<file path="src/hdl/dmr_pkg.sv">
package dmr_pkg;

  // register indices; byte address is four times the index
  localparam logic [7:0] DMR_IDX_CONFIG    = 8'h55;
  localparam logic [7:0] DMR_IDX_MBIAS_UP  = 8'h58;
  localparam logic [7:0] DMR_IDX_MBIAS_LO  = 8'h59;
  localparam logic [7:0] DMR_IDX_A_PLUS_UP = 8'h62;
  localparam logic [7:0] DMR_IDX_A_PLUS_LO = 8'h63;
  localparam logic [7:0] DMR_IDX_A_MIN_UP  = 8'h64;
  localparam logic [7:0] DMR_IDX_A_MIN_LO  = 8'h65;
  localparam logic [7:0] DMR_IDX_B_PLUS_UP = 8'h66;
  localparam logic [7:0] DMR_IDX_B_PLUS_LO = 8'h67;

  // config field positions
  localparam int DMR_CFG_SAR_FREEZE  = 0;
  localparam int DMR_CFG_TEMP_OVRD   = 1;
  localparam int DMR_CFG_CS_FREEZE   = 2;
  localparam int DMR_CFG_CS_ROUTE    = 3;
  localparam int DMR_CFG_W           = 4;
  localparam logic [3:0] DMR_CFG_RESET = 4'h0;

  // constant channel tags in the lower-nibble registers
  localparam logic [3:0] DMR_TAG_MBIAS  = 4'h1;
  localparam logic [3:0] DMR_TAG_A_PLUS = 4'h6;
  localparam logic [3:0] DMR_TAG_A_MIN  = 4'h7;
  localparam logic [3:0] DMR_TAG_B_PLUS = 4'h8;

  localparam int          DMR_NODES      = 4;
  localparam int          DMR_RES_W      = 12;
  localparam logic [11:0] DMR_DATA_RESET = 12'h000;

  localparam logic [1:0] DMR_RESP_OKAY   = 2'h0;
  localparam logic [1:0] DMR_RESP_SLVERR = 2'h2;

  typedef enum logic [1:0] {
    DMR_NODE_MBIAS  = 2'b00,
    DMR_NODE_A_PLUS = 2'b01,
    DMR_NODE_A_MIN  = 2'b10,
    DMR_NODE_B_PLUS = 2'b11
  } dmr_node_t;

  // one completed conversion, one-cycle valid
  typedef struct packed {
    logic       valid;
    dmr_node_t  node;
    logic [11:0] data;
  } dmr_result_t;

endpackage

</file>
<file path="src/hdl/dmr_diag_monitor_readback.sv">
// The AXI4-Lite slave port was left to the implementer.
`timescale 1ns/10ps
// Operation
// - SAR freeze set stops SAR updates of monitor data; clear lets them flow while route enable is clear.
// - current-sense freeze set stops current-sense updates; clear lets them flow while route enable is set.
// - route enable set puts current-sense results into the monitor registers.
// - temperature override enable is read/write, resets to zero.
// - config bits 7 to 4 read zero; software writes zero there.
// - upper-byte register shows result bits 11 to 4 in bits 7 to 0.
// - lower-nibble register shows result bits 3 to 0 in bits 7 to 4.
// - mic bias lower register returns tag 0001b in bits 3 to 0.
// - output A plus lower register returns tag 0110b in low nibble.
// - output A minus lower register returns tag 0111b in low nibble.
// - output B plus lower register returns tag 1000b in low nibble.
// - reset clears all monitor data; channel tags remain.
// - monitor registers are read-only; writes leave them unchanged.
module dmr_diag_monitor_readback
  import dmr_pkg::*;
#(
  parameter int ADDR_W = 10
) (
  input  wire logic              aclk,
  input  wire logic              aresetn,
  input  wire logic [ADDR_W-1:0] s_axi_awaddr,
  input  wire logic              s_axi_awvalid,
  output logic                   s_axi_awready,
  input  wire logic [31:0]       s_axi_wdata,
  input  wire logic [3:0]        s_axi_wstrb,
  input  wire logic              s_axi_wvalid,
  output logic                   s_axi_wready,
  output logic [1:0]             s_axi_bresp,
  output logic                   s_axi_bvalid,
  input  wire logic              s_axi_bready,
  input  wire logic [ADDR_W-1:0] s_axi_araddr,
  input  wire logic              s_axi_arvalid,
  output logic                   s_axi_arready,
  output logic [31:0]            s_axi_rdata,
  output logic [1:0]             s_axi_rresp,
  output logic                   s_axi_rvalid,
  input  wire logic              s_axi_rready,
  input  wire dmr_result_t       sar_result,
  input  wire dmr_result_t       current_sense_result,
  output logic                   temperature_override_enable,
  output logic                   sar_result_freeze,
  output logic                   current_sense_freeze,
  output logic                   current_sense_route_enable
);

  if (ADDR_W < 9 || ADDR_W > 32) begin : g_bad_addr_w
    $error("ADDR_W must hold the register map, 9 to 32 bits");
  end

  localparam logic [1:0] ALIGN_ZERO = 2'b00;

  // register storage
  logic [DMR_CFG_W-1:0] cfg;
  logic [DMR_CFG_W-1:0] next_cfg;
  logic [DMR_RES_W-1:0] mon   [DMR_NODES];
  logic [DMR_RES_W-1:0] next_mon [DMR_NODES];

  // bus state
  logic              aw_full;
  logic              next_aw_full;
  logic              w_full;
  logic              next_w_full;
  logic [ADDR_W-1:0] aw_addr;
  logic [ADDR_W-1:0] next_aw_addr;
  logic [7:0]        w_byte;
  logic [7:0]        next_w_byte;
  logic              w_lane0;
  logic              next_w_lane0;
  logic              next_awready;
  logic              next_wready;
  logic              next_bvalid;
  logic [1:0]        next_bresp;
  logic              next_arready;
  logic              next_rvalid;
  logic [31:0]       next_rdata;
  logic [1:0]        next_rresp;

  // word index of an aligned byte address, or all ones when misaligned
  function automatic logic [7:0] word_index(input logic [ADDR_W-1:0] a);
    logic [ADDR_W-1:0] shifted;
    shifted = a >> 2;
    if (a[1:0] != ALIGN_ZERO || shifted > ADDR_W'(8'hff)) begin
      word_index = 8'hff;
    end else begin
      word_index = shifted[7:0];
    end
  endfunction

  function automatic logic is_mapped(input logic [7:0] idx);
    unique case (idx)
      DMR_IDX_CONFIG,
      DMR_IDX_MBIAS_UP,  DMR_IDX_MBIAS_LO,
      DMR_IDX_A_PLUS_UP, DMR_IDX_A_PLUS_LO,
      DMR_IDX_A_MIN_UP,  DMR_IDX_A_MIN_LO,
      DMR_IDX_B_PLUS_UP, DMR_IDX_B_PLUS_LO: is_mapped = 1'b1;
      default:                              is_mapped = 1'b0;
    endcase
  endfunction

  function automatic logic [7:0] read_value(
    input logic [7:0]           idx,
    input logic [DMR_CFG_W-1:0] c,
    input logic [DMR_RES_W-1:0] m0,
    input logic [DMR_RES_W-1:0] m1,
    input logic [DMR_RES_W-1:0] m2,
    input logic [DMR_RES_W-1:0] m3
  );
    unique case (idx)
      DMR_IDX_CONFIG:    read_value = {4'h0, c};
      DMR_IDX_MBIAS_UP:  read_value = m0[11:4];
      DMR_IDX_MBIAS_LO:  read_value = {m0[3:0], DMR_TAG_MBIAS};
      DMR_IDX_A_PLUS_UP: read_value = m1[11:4];
      DMR_IDX_A_PLUS_LO: read_value = {m1[3:0], DMR_TAG_A_PLUS};
      DMR_IDX_A_MIN_UP:  read_value = m2[11:4];
      DMR_IDX_A_MIN_LO:  read_value = {m2[3:0], DMR_TAG_A_MIN};
      DMR_IDX_B_PLUS_UP: read_value = m3[11:4];
      DMR_IDX_B_PLUS_LO: read_value = {m3[3:0], DMR_TAG_B_PLUS};
      default:           read_value = 8'h00;
    endcase
  endfunction

  // monitor data update
  always_comb begin
    dmr_result_t src;
    logic        frozen;
    src    = sar_result;
    frozen = cfg[DMR_CFG_SAR_FREEZE];
    if (cfg[DMR_CFG_CS_ROUTE]) begin
      src    = current_sense_result;
      frozen = cfg[DMR_CFG_CS_FREEZE];
    end
    for (int n = 0; n < DMR_NODES; n++) begin
      next_mon[n] = mon[n];
      // only a fresh result moves data, so release waits for one
      if (src.valid && !frozen && src.node == dmr_node_t'(n)) begin
        next_mon[n] = src.data;
      end
    end
  end

  always_ff @(posedge aclk) begin
    for (int n = 0; n < DMR_NODES; n++) begin
      if (!aresetn) begin
        mon[n] <= DMR_DATA_RESET;
      end else begin
        mon[n] <= next_mon[n];
      end
    end
  end

  // write channel: address and data taken in either order
  always_comb begin
    logic [7:0] widx;
    widx         = word_index(aw_addr);
    next_cfg     = cfg;
    next_aw_full = aw_full;
    next_w_full  = w_full;
    next_aw_addr = aw_addr;
    next_w_byte  = w_byte;
    next_w_lane0 = w_lane0;
    next_bvalid  = s_axi_bvalid;
    next_bresp   = s_axi_bresp;
    if (s_axi_awvalid && s_axi_awready) begin
      next_aw_full = 1'b1;
      next_aw_addr = s_axi_awaddr;
    end
    if (s_axi_wvalid && s_axi_wready) begin
      next_w_full  = 1'b1;
      next_w_byte  = s_axi_wdata[7:0];
      next_w_lane0 = s_axi_wstrb[0];
    end
    if (s_axi_bvalid && s_axi_bready) begin
      next_bvalid = 1'b0;
    end
    if (aw_full && w_full && !s_axi_bvalid) begin
      next_aw_full = 1'b0;
      next_w_full  = 1'b0;
      next_bvalid  = 1'b1;
      next_bresp   = is_mapped(widx) ? DMR_RESP_OKAY : DMR_RESP_SLVERR;
      // monitor registers ignore writes
      if (widx == DMR_IDX_CONFIG && w_lane0) begin
        next_cfg = w_byte[DMR_CFG_W-1:0];
      end
    end
    next_awready = !next_aw_full;
    next_wready  = !next_w_full;
  end

  always_ff @(posedge aclk) begin
    if (!aresetn) begin
      cfg           <= DMR_CFG_RESET;
      aw_full       <= 1'b0;
      w_full        <= 1'b0;
      aw_addr       <= '0;
      w_byte        <= 8'h00;
      w_lane0       <= 1'b0;
      s_axi_awready <= 1'b0;
      s_axi_wready  <= 1'b0;
      s_axi_bvalid  <= 1'b0;
      s_axi_bresp   <= DMR_RESP_OKAY;
    end else begin
      cfg           <= next_cfg;
      aw_full       <= next_aw_full;
      w_full        <= next_w_full;
      aw_addr       <= next_aw_addr;
      w_byte        <= next_w_byte;
      w_lane0       <= next_w_lane0;
      s_axi_awready <= next_awready;
      s_axi_wready  <= next_wready;
      s_axi_bvalid  <= next_bvalid;
      s_axi_bresp   <= next_bresp;
    end
  end

  // read channel: one outstanding read, data one cycle after address
  always_comb begin
    logic [7:0] ridx;
    ridx         = word_index(s_axi_araddr);
    next_arready = s_axi_arready;
    next_rvalid  = s_axi_rvalid;
    next_rdata   = s_axi_rdata;
    next_rresp   = s_axi_rresp;
    if (s_axi_rvalid && s_axi_rready) begin
      next_rvalid  = 1'b0;
      next_arready = 1'b1;
    end
    if (s_axi_arvalid && s_axi_arready) begin
      next_arready = 1'b0;
      next_rvalid  = 1'b1;
      next_rdata   = {24'h000000,
                      read_value(ridx, cfg, mon[0], mon[1], mon[2], mon[3])};
      next_rresp   = is_mapped(ridx) ? DMR_RESP_OKAY : DMR_RESP_SLVERR;
    end
    if (!s_axi_rvalid && !s_axi_arready) begin
      next_arready = 1'b1;
    end
  end

  always_ff @(posedge aclk) begin
    if (!aresetn) begin
      s_axi_arready <= 1'b0;
      s_axi_rvalid  <= 1'b0;
      s_axi_rdata   <= 32'h00000000;
      s_axi_rresp   <= DMR_RESP_OKAY;
    end else begin
      s_axi_arready <= next_arready;
      s_axi_rvalid  <= next_rvalid;
      s_axi_rdata   <= next_rdata;
      s_axi_rresp   <= next_rresp;
    end
  end

  // control bits registered from next_cfg, so they track the config flops
  always_ff @(posedge aclk) begin
    if (!aresetn) begin
      temperature_override_enable <= 1'b0;
      sar_result_freeze           <= 1'b0;
      current_sense_freeze        <= 1'b0;
      current_sense_route_enable  <= 1'b0;
    end else begin
      temperature_override_enable <= next_cfg[DMR_CFG_TEMP_OVRD];
      sar_result_freeze           <= next_cfg[DMR_CFG_SAR_FREEZE];
      current_sense_freeze        <= next_cfg[DMR_CFG_CS_FREEZE];
      current_sense_route_enable  <= next_cfg[DMR_CFG_CS_ROUTE];
    end
  end

endmodule

</file>
<file path="config.mk">
export PLATFORM = sky130hd
export DESIGN_NAME = dmr_diag_monitor_readback
export DESIGN_NICKNAME = d
export VERILOG_FILES = /design/src/hdl/dmr_pkg.sv /design/src/hdl/dmr_diag_monitor_readback.sv
export SDC_FILE = /design/constraint.sdc
export NUM_CORES = 1
export LEC_CHECK = 0
export ABC_AREA = 0
export BUFFER_PORTS_ARGS = -buffer_cell sky130_fd_sc_hd__buf_4
export CAP_MARGIN = 5
export CORE_ASPECT_RATIO = 0.7
export CORE_MARGIN = 8
export CORE_UTILIZATION = 45
export CTS_CLUSTER_SIZE = 28
export DETAILED_ROUTE_END_ITERATION = 8
export PLACE_DENSITY_LB_ADDON = 0.15
export SLEW_MARGIN = 20
export SYNTH_ARGS = -nofsm -noshare
export SYNTH_HDL_FRONTEND = slang
export SYNTH_SLANG_ARGS = --single-unit
</file>
<file path="constraint.sdc">
create_clock -name aclk -period 3.3 [get_ports aclk]
set_input_delay 0.66 -clock aclk [delete_from_list [all_inputs] [get_ports aclk]]
set_output_delay 0.66 -clock aclk [all_outputs]
set_load 0.02 [all_outputs]
</file>
; Word level (Yosys, flattened, before mapping)
; Memory sizes are Yosys's and may differ from the RTL's.
; Cells that the tools add are included.
[totals]
register_bits = 42
ramBits = 48
input_bits = 93
output_inout_bits = 45
word_cells = 110
n_memories = 1
[classes]
n_lt_le_gt_ge = 2
n_eq_ne = 21
n_mux = 34
bitwise_logic = 4
n_reduce_logical = 30
[memory_table]
columns = name, depth, word_bits, rd, rd_ports_with_merged_regs, wr, line
row1 = mon, 4, 12, 4, 0, 4, dmr_diag_monitor_readback.sv:58  ; logic [DMR_RES_W-1:0] mon [DMR_NODES];
[ops]
columns = op, count
row1 = "== test 8 x 7 -> 1 bit, second input constant", 18
row2 = two-way mux 12 bit, 8
row3 = one-hot mux 8 bit (9 select lines), 1
row4 = two-way mux 1 bit, 18
row5 = OR reduction 9 bit, 2
row6 = "greater-than comparator 8 bit, second input constant", 2
row7 = two-way mux 8 bit, 2
row8 = two-way mux 15 bit, 1
row9 = logical AND 1 bit, 14
row10 = two-way mux 4 bit, 2
row11 = nonzero test 2 bit, 4
row12 = logical NOT 1 bit, 6
row13 = "== test 2 bit, second input constant", 2
row14 = two-way mux 2 bit, 2
row15 = bitwise OR 1 bit, 4
row16 = nonzero test 3 bit, 1
row17 = "== test 2 x 1 -> 1 bit, second input constant", 1
row18 = logical NOT 2 bit, 1
row19 = logical OR 1 bit, 2

; Longest topological paths before layout
; Gate-level depths: netlist of run 1.
[logic_depth]
depth_word = 8
mapped_depth = 7
depth_no_buf = 5

; Worst setup path after synthesis of run 1
; OpenSTA, ideal clock, no wires.
[synth_path]
path_type = input to register
from = input port s_axi_araddr[1]
to = register s_axi_rdata[0]
setup_ns = 0.074
arrival_ns = 2.192
required_time_ns = 3.226
path_slack_ns = 1.034
path_stages = 5
n_path_buf = 0
path_cell_list = or4b_4 > a2111o_1 > a211oi_4 > a21oi_1 > a31oi_1
[synth_via]
elab_chain_cells = 5
elab_cells_between_ends = 13
classes_between = 9 x eq/ne / 2 x mux / 2 x reduce/logical
[synth_lines]
columns = item, line
row1 = start: declaration, dmr_diag_monitor_readback.sv:34  ; input wire logic [ADDR_W-1:0] s_axi_araddr,
row2 = nonzero test 2 bit *, dmr_diag_monitor_readback.sv:85  ; if (a[1:0] != ALIGN_ZERO || shifted > ADDR_W'(8'hff)) begin
row3 = logical OR 1 bit *, dmr_diag_monitor_readback.sv:85
row4 = two-way mux 8 bit *, dmr_diag_monitor_readback.sv:85
row5 = == test 8 x 7 -> 1 bit, dmr_diag_monitor_readback.sv:111  ; unique case (idx)
row6 = one-hot mux 8 bit (9 select lines) *, dmr_diag_monitor_readback.sv:111
row7 = end signal: assignment, dmr_diag_monitor_readback.sv:251  ; s_axi_rdata <= next_rdata;
row8 = end: declaration, dmr_diag_monitor_readback.sv:37  ; output logic [31:0] s_axi_rdata,
; Every way passes the cells marked *; elsewhere a longest branch is shown, timed or not.
; A chain may end at the register's enable or synchronous reset.

==> flow_summary.ini, run 1 <==
[status]
outcome = finished clean

[floorplanning]
io_pins = 138
die_x_um = 130
start_util_pct = 45.6
fp.coreArea_mm2 = 0.00893
chipHeight_um = 95.5
die_area_mm2 = 0.0124
fp-row-count = 29

[worst_setup_path]
cpMaxStageDelayCell = dfxtp_1
crit_arrival_ns = 2.56
critPathKind = reg2reg
crit_fanout = 15
cpPeakStageDelay_ns = 0.67
reg2reg_to = mon[2][11]
r2r_slack_ns = 0.94
startpoint_type = register
critPathBufInv = 1
critPathRequiredTime_ns = 3.50
end_kind = register
critPathTopFamily = simple AND/OR/NAND/NOR gates
r2r_start = cfg[3]
critPathMostFrequentCell = nor2_1
r2r_cells = 6
crit_chain = buf_4 -> nor2_1 -> a32o_1 -> nand2_1 -> mux2i_1 -> nor2_1

[logic_synthesis]
synth_cells = 452
synth_edf_count = 0
syn_area_mm2 = 0.00407
synth-seq-cells = 84
yosysWarnings = 0
synth.distinct_cells = 53
seq_area_frac_synth_pct = 41.4
avgSynthCellArea_um2 = 9.00
postSynth.asyncResetShare_pct = 0
ys.flop_type = dfxtp_1

[timing]
tightest_slew_ns = 0.904
fin_worst_skew_ns = 0.00286
hold_violations = 0
drv_slew = 0
setup_viol = 0
post-route-period-util_pct = 71.5
maxSlewHeadroom_pct = 39.8
finalSetupTns_ns = 0
finalCriticalPeriod_ns = 2.36
max_freq_mhz = 424
rsz0062_at_grt = false

[hold_path]
min_path_cells = 2
min_to = aw_addr[1]
hp-class = reg2reg
hp-start = aw_addr[1]

[global_routing]
grt_use_total_pct = 17.5
antenna_found_initial = 0
grt_first_pass_wirelength_um = 17000
grt_max_degree = 75
grt_pass1_vias = 3330
grt-ovfl-total = 0

[power]
share_comb_of_total_power_pct = 11.0
power_density_mw_per_mm2 = 492
share_seq_of_total_power_pct = 43.7
clockPowerShare_pct = 45.3
swShare_pct = 23.0
leakagePower_nw = 2.22
switchingPower_uw = 564
internal_power_mw = 1.89
ir_drop_uv = 302

[route]
avgViaCountPerCell = 5.18
first_iter_violations = 230
wirelength_um = 10500
drc = 0
wl_per_cell_um = 16.1
vias = 3372
antenna_left = 0
dr.pass1.iters = 4

[clocking]
cts_tree = built
clk_pin_slew_ns = 0.06
insertion_delay_ns = 0.34
clk_path_buf_depth = 2
cts.sinks = 84
htree_levels = 3
cts_resized = 0
cts_setup_buffers = 0
hold_buffers = 0
cts-root-buf = clkbuf_16
cts_buffers = 9

[final_layout]
layout.nets = 615
areaGrowthSynthToFinish_pct = 22.8
final_cell_mix = 84 x dfxtp_1, 84 x buf_4, 59 x nor2_1, 56 x mux2i_1, 42 x nand2_1
drive_gt1_share_pct = 23.5
fin_util_pct = 56.0
n_antenna_cell = 0
finalNonFillerCells = 651
fill_cells = 838

[placed_design]
io_buffer_count = 80
dp_hpwl_um = 7640
place.gp.congestion = 0.802
dp_cells = 635

[run]
maxCapViolCount = 0
==> power by group through the flow <==
stage | combinational (mW) | clock, mW | sequential (mW)
after detailed placement | 0.267 | 0 | 1.10
final | 0.270 | 1.11 | 1.07
after global routing | 0.295 | 1.18 | 1.08
after CTS | 0.268 | 1.14 | 1.07
after global placement | 0.263 | 0 | 1.09
after floorplan | 0.181 | 0 | 1.10
==> synthesized netlist by cell type (2+ instances only) <==
cell type	count	share of area, %
dfxtp_1	84	41
nor2_1	59	5.4
mux2i_1	56	14
nand2_1	42	3.9
a21oi_1	26	3.2
buf_4	26	4.8
clkbuf_1	18	1.7
mux2_2	17	4.7
nand3_1	13	1.6
o21ai_0	9	1.1
a22o_1	8	1.7
inv_1	8	0.74
nor3_1	7	0.86
nand2b_1	6	0.92
and2_1	5	0.77
a22oi_1	4	0.74
nor3b_1	4	0.74
nor4_1	4	0.62
or4b_2	4	0.98
a31oi_1	3	0.46
a32o_1	3	0.74
a32oi_1	3	0.65
buf_1	3	0.28
buf_2	3	0.37
nor4bb_1	3	0.74
a222oi_1	2	0.49
nand3b_1	2	0.37
nand4_1	2	0.31
nand4bb_1	2	0.55
nor2b_1	2	0.31
nor4b_1	2	0.43
==> cell type report <==
cell class              count  area [um2]  area share, %
multi-input cells         335        2160           43.2
flip-flops and latches     84        1680           33.7
clock buffers              13         270           5.41
repair buffers             84         631           12.6
well taps                 124         155           3.11
clock inverters             3        67.6           1.35
inverters                   8        30.0          0.601
==> cell families (layout without fill, tap and decap cells) <==
logic type             count (synthesis)  in the layout  synth area share [%]
other                                  1             26                0.0922
XOR/XNOR                               1              1                 0.215
AND/OR/NAND/NOR                      162            162                  19.5
multiplexers                          73             73                  18.5
flip-flops                            84             84                  41.4
buffers and inverters                 58            108                  7.85
AO/OA/AOI/OAI                         73             73                  12.5
==> through the flow <==
step	power (mW)	instance area, um2	setup WS [ns]	hold slack [ns]
after global routing	2.55	4990	0.742	0.464
final	2.46	4990	0.941	0.453
after detailed placement	1.36	4660	0.698	0.445
after CTS	2.48	4990	0.905	0.453
after floorplan	1.28	4160	1.03	0.431
after global placement	1.36	4660	0.715	0.441
==> state kept, by name, indices dropped and copies added (netlist names) <==
| register | flops |
|---|---|
| aw_addr | 10 |
| aw_full | 1 |
| cfg | 4 |
| mon | 48 |
| s_axi_arready | 1 |
| s_axi_awready | 1 |
| s_axi_bresp | 1 |
| s_axi_bvalid | 1 |
| s_axi_rdata | 8 |
| s_axi_rresp | 1 |
| s_axi_rvalid | 1 |
| s_axi_wready | 1 |
| w_byte | 4 |
| w_full | 1 |
| w_lane0 | 1 |
==> metal layers <==
layer  GRT usage (%)  wire length [um]
met3            5.87               769
met1            24.0              5140
met2            25.9              4480
met4            4.04               112
met5               0                 0
==> worst max path at each step <==
stage          cells after the start             end             from
2_1_floorplan                      5  s_axi_rdata[0]  s_axi_araddr[1]
3_3_place_gp                       6  s_axi_rdata[0]  s_axi_araddr[4]
3_5_place_dp                       6  s_axi_rdata[0]  s_axi_araddr[1]
4_1_cts                            6      mon[2][11]           cfg[3]
5_1_grt                            6       mon[3][6]           cfg[3]
6_report                           6      mon[2][11]           cfg[3]
==> worst register-to-register path, delay by kind of cell, from the launching register on <==
kind                   cells  cell delay [ns]
and+or+nand+nor            3             0.73
AOI/OAI and AO/OA          1             0.20
DFF                        1             0.67
muxes                      1             0.29
buffers and inverters      1             0.32
Power figures use the tool's default switching activity.
==> run 2: changes to the inputs <==
clock period = 2.3 ns   (was 3.3 ns; I/O delays follow)
==> flow_summary.ini, run 2 (synthesized netlist as in run 1, its figures left out) <==
[worst_setup_path]
crit_path_start = aw_addr[0]
r2r_slack_ns = 0.26
end_kind = register
reg2reg_to = cfg[2]
critPathKind = reg2reg
crit_arrival_ns = 2.25
crit_fanout = 4
r2r_start = aw_addr[0]
r2r_cells = 5
startpoint_type = register
critPathRequiredTime_ns = 2.51

[final_layout]
regMostFlops = mon
drive_gt1_share_pct = 26.0
layout.nets = 636
areaGrowthSynthToFinish_pct = 25.1
reg_top3 = mon: 48 flops, aw_addr: 10 flops, s_axi_rdata: 8 flops
largest_reg_flops = 48
final_common_cell = buf_4
fill_cells = 834
n_antenna_cell = 0
final_cell_mix = 105 x buf_4, 84 x dfxtp_1, 59 x nor2_1, 56 x mux2i_1, 42 x nand2_1
finalNonFillerCells = 670

[route]
wl_met2_um = 4680
drc = 0
top_layer = met4
wirelength_um = 10800
wl_met3_um = 706
antenna_left = 0
avgViaCountPerCell = 5.18
dr.pass1.iters = 4
first_iter_violations = 256
vias = 3473
wl_per_cell_um = 16.1
met1_length_um = 5230

[placed_design]
place.gp.congestion = 0.821
dp_hpwl_um = 8120
io_buffer_count = 80
dp_cells = 656
dpl_worst_slack_ns = 0.0645

[timing]
finalSetupTns_ns = 0
setup_slack_ns = 0.259
finalCriticalPeriod_ns = 2.04
drv_slew = 0
post-route-period-util_pct = 88.7
rsz0062_at_grt = false
hold_violations = 0
max_freq_mhz = 490
tightest_slew_ns = 0.519
fin_worst_skew_ns = 0.00496
maxSlewHeadroom_pct = 65.3
setup_viol = 0

[global_routing]
grt-ovfl-total = 0
antenna_found_initial = 0
grt_first_pass_wirelength_um = 17100
grt_max_degree = 51
grt_use_total_pct = 17.8
grt_pass1_vias = 3401

[clocking]
htree_levels = 3
clk_path_buf_depth = 2
cts_buffers = 9
cts_tree = built
cts.sinks = 84
cts_resized = 0
cts_setup_buffers = 0
hold_buffers = 0
cts-root-buf = clkbuf_16
clk_pin_slew_ns = 0.06
insertion_delay_ns = 0.33

[floorplanning]
io_pins = 138
die_x_um = 130
start_util_pct = 45.6
fp.coreArea_mm2 = 0.00893
die_area_mm2 = 0.0124
fp-row-count = 29
chipHeight_um = 95.5

[run]
maxCapViolCount = 0

[power]
finalPower_mw = 3.29
ir_drop_uv = 557
leakagePower_nw = 2.29
power_density_mw_per_mm2 = 648

[hold_path]
min_to = aw_full
hp-class = in2reg
hp-start = aresetn
min_path_cells = 2

[status]
outcome = finished clean
[run 2: power breakdown]
group / internal [mW] / switching (mW) / total (mW)
Clock: 0.825 / 0.524 / 1.35
Sequential: 1.51 / 0.0335 / 1.54
Combinational: 0.178 / 0.224 / 0.403
Total: 2.51 / 0.782 / 3.29
[run 2: final cells by class]
cell class              instances  area (um2)  share of cell area, %
flip-flops and latches         84        1680                   33.1
well taps                     124         155                   3.05
inverters                       8        30.0                  0.590
multi-input cells             335        2160                   42.4
clock buffers                  11         233                   4.57
repair buffers                105         788                   15.5
clock inverters                 3        40.0                  0.787
[run 2: worst max-delay path by stage]
stage	end	cells past startpoint
5_1_grt	cfg[3]	5
3_5_place_dp	s_axi_rdata[7]	8
6_report	cfg[2]	5
3_3_place_gp	s_axi_rdata[0]	7
2_1_floorplan	s_axi_rdata[0]	5
4_1_cts	cfg[2]	5
[run 2: metrics by stage]
step | area (um2) | hold slack [ns] | util [%]
2_1_floorplan | 4160 | 0.431 | -
3_3_place_gp | 4810 | 0.442 | 53.9
3_5_place_dp | 4810 | 0.452 | 53.9
4_1_cts | 5090 | 0.349 | 57.0
5_1_grt | 5090 | 0.348 | 57.0
6_report | 5090 | 0.358 | 57.0
[run 2: routing by layer]
layer	global-route usage [%]	vias up
met4	6.06	0
met5	0	-
met1	24.2	1622
met2	26.7	103
met3	4.80	15
li1	-	1733
[run 2: critical path, cell delays in order (launching register included)]
cell	delay [ns]
dfxtp_1	0.31
or4b_2	0.71
nor3b_1	0.27
nand4_1	0.33
mux2i_1	0.25
nor2_1	0.05
==> run 3: changes to the inputs <==
ABC_AREA = 1   (was 0)
==> flow_summary.ini, run 3 <==
[status]
outcome = finished clean

[logic_synthesis]
syn_area_mm2 = 0.00405
avgSynthCellArea_um2 = 6.76
yosysWarnings = 0
ys.flop_type = dfxtp_1
yosys.area.top_type_share_pct = 41.5
postSynth.asyncResetShare_pct = 0
synth-seq-cells = 84
seq_area_frac_synth_pct = 41.5
synth_edf_count = 0
synth_area_leader_cell = dfxtp_1
synth_common_cells = 105 x nor2_1, 102 x nand2_1, 85 x o21ai_0, 84 x dfxtp_1, 58 x nand3_1
synthTopCellsByArea = dfxtp_1 42%, o21ai_0 11%, nor2_1 9.7%
synth_cells = 599
synth_most_common_cell = nor2_1
synth.distinct_cells = 26

[floorplanning]
chipHeight_um = 95.4
start_util_pct = 45.6
die_area_mm2 = 0.0123
io_pins = 138
die_x_um = 129
fp-row-count = 29
fp.coreArea_mm2 = 0.00889

[worst_setup_path]
critPathRequiredTime_ns = 2.51
crit_fanout = 16
crit_arrival_ns = 1.97
end_kind = register
startpoint_type = register
critPathKind = reg2reg

[final_layout]
final_cell_mix = 105 x nor2_1, 102 x nand2_1, 91 x buf_4, 85 x o21ai_0, 84 x dfxtp_1
areaGrowthSynthToFinish_pct = 23.4
finalNonFillerCells = 806
layout.nets = 770
n_antenna_cell = 0
regMostFlops = mon
reg_top3 = mon: 48 flops, aw_addr: 10 flops, s_axi_rdata: 8 flops
fin_util_pct = 56.3
fill_cells = 898
drive_gt1_share_pct = 17.2
largest_reg_flops = 48
final_common_cell = nor2_1

[clocking]
cts_buffers = 9
cts_resized = 0
cts_setup_buffers = 0
cts-root-buf = clkbuf_16
htree_levels = 3
cts_tree = built
cts.sinks = 84
clk_pin_slew_ns = 0.07
clk_path_buf_depth = 2
hold_buffers = 0
insertion_delay_ns = 0.34

[timing]
rsz0062_at_grt = false
finalSetupTns_ns = 0
post-route-period-util_pct = 76.4
drv_slew = 0
fin_worst_skew_ns = 0.00936
hold_violations = 0
setup_viol = 0
finalCriticalPeriod_ns = 1.76
max_freq_mhz = 569
setup_slack_ns = 0.542
maxSlewHeadroom_pct = 64.6
tightest_slew_ns = 0.529

[placed_design]
dpl_worst_slack_ns = 0.239
dp_cells = 790
io_buffer_count = 80
dp_hpwl_um = 8800
place.gp.congestion = 0.874

[power]
leakagePower_nw = 2.32
share_seq_of_total_power_pct = 45.6
power_density_mw_per_mm2 = 687
internal_power_mw = 2.54
clockPowerShare_pct = 43.2
switchingPower_uw = 899
finalPower_mw = 3.44
share_comb_of_total_power_pct = 11.2
swShare_pct = 26.2
ir_drop_uv = 354

[route]
wirelength_um = 11500
antenna_left = 0
avgViaCountPerCell = 5.04
vias = 4059
first_iter_violations = 333
dr.pass1.iters = 6
drc = 0
wl_per_cell_um = 14.3

[global_routing]
grt_use_total_pct = 19.1
grt_first_pass_wirelength_um = 18400
antenna_found_initial = 0
grt-ovfl-total = 0
grt_pass1_vias = 3673
grt_max_degree = 62

[hold_path]
hp-class = in2reg

[run]
maxCapViolCount = 0
==> run 3: kinds of logic after synthesis <==
logic type / count (synthesis) / share of synthesized area (%)
AOI/OAI and AO/OA: 131 / 17.0
and+or+nand+nor: 279 / 28.8
DFF: 84 / 41.5
other: 1 / 0.0926
buffers and inverters: 104 / 12.7
==> run 3: area by class of cell <==
cell class / count / area (um2) / area share (%)
Clock buffer: 9 / 225 / 4.50
Clock inverter: 7 / 81.3 / 1.63
Inverter: 54 / 205 / 4.10
Multi-Input combinational cell: 436 / 1950 / 39.0
Sequential cell: 84 / 1680 / 33.6
Tap cell: 124 / 155 / 3.10
Timing Repair Buffer: 92 / 703 / 14.1
==> run 3: per-stage QoR <==
stage                     hold WS, ns  instance area, um2
after floorplan                 0.425                4150
after global placement          0.437                4690
after detailed placement        0.443                4690
after CTS                       0.356                5000
after global routing            0.367                5000
final                           0.359                5000
==> run 3: power by group through the flow <==
stage | combinational, mW | clock (mW) | sequential, mW
after CTS | 0.383 | 1.50 | 1.57
after floorplan | 0.259 | 0 | 1.60
final | 0.386 | 1.48 | 1.57
after global placement | 0.373 | 0 | 1.60
after detailed placement | 0.382 | 0 | 1.60
after global routing | 0.430 | 1.56 | 1.57
==> run 3: metal layers <==
layer	vias up	routed length (um)	share of wire [%]	global-route usage [%]
met3	12	1100	9.5	5.47
met5	-	0	0	0
met4	0	121	1.0	5.20
li1	2061	-	-	-
met2	167	4610	40	26.4
met1	1819	5710	49	27.9
==> run 3: critical path: stages, from the launching register on <==
cell and delay [ns]:
dfxtp_1 0.36, inv_4 0.17, nand2_1 0.09, o22ai_2 0.13, inv_1 0.11, nor3_1 0.23
inv_1 0.27, o21ai_0 0.21, a21oi_1 0.06
==> run 3: worst paths after layout <==
| path | start | end | slack (ns) | cells after the start |
|---|---|---|---|---|
| setup / recovery | cfg[3] | mon[1][5] | 0.54 | 8 |
| hold / removal | s_axi_bready | s_axi_bvalid | 0.36 | 4 |
| setup reg to reg | cfg[3] | mon[1][5] | 0.54 | 8 |
| hold reg to reg | mon[1][4] | mon[1][4] | 0.45 | 2 |
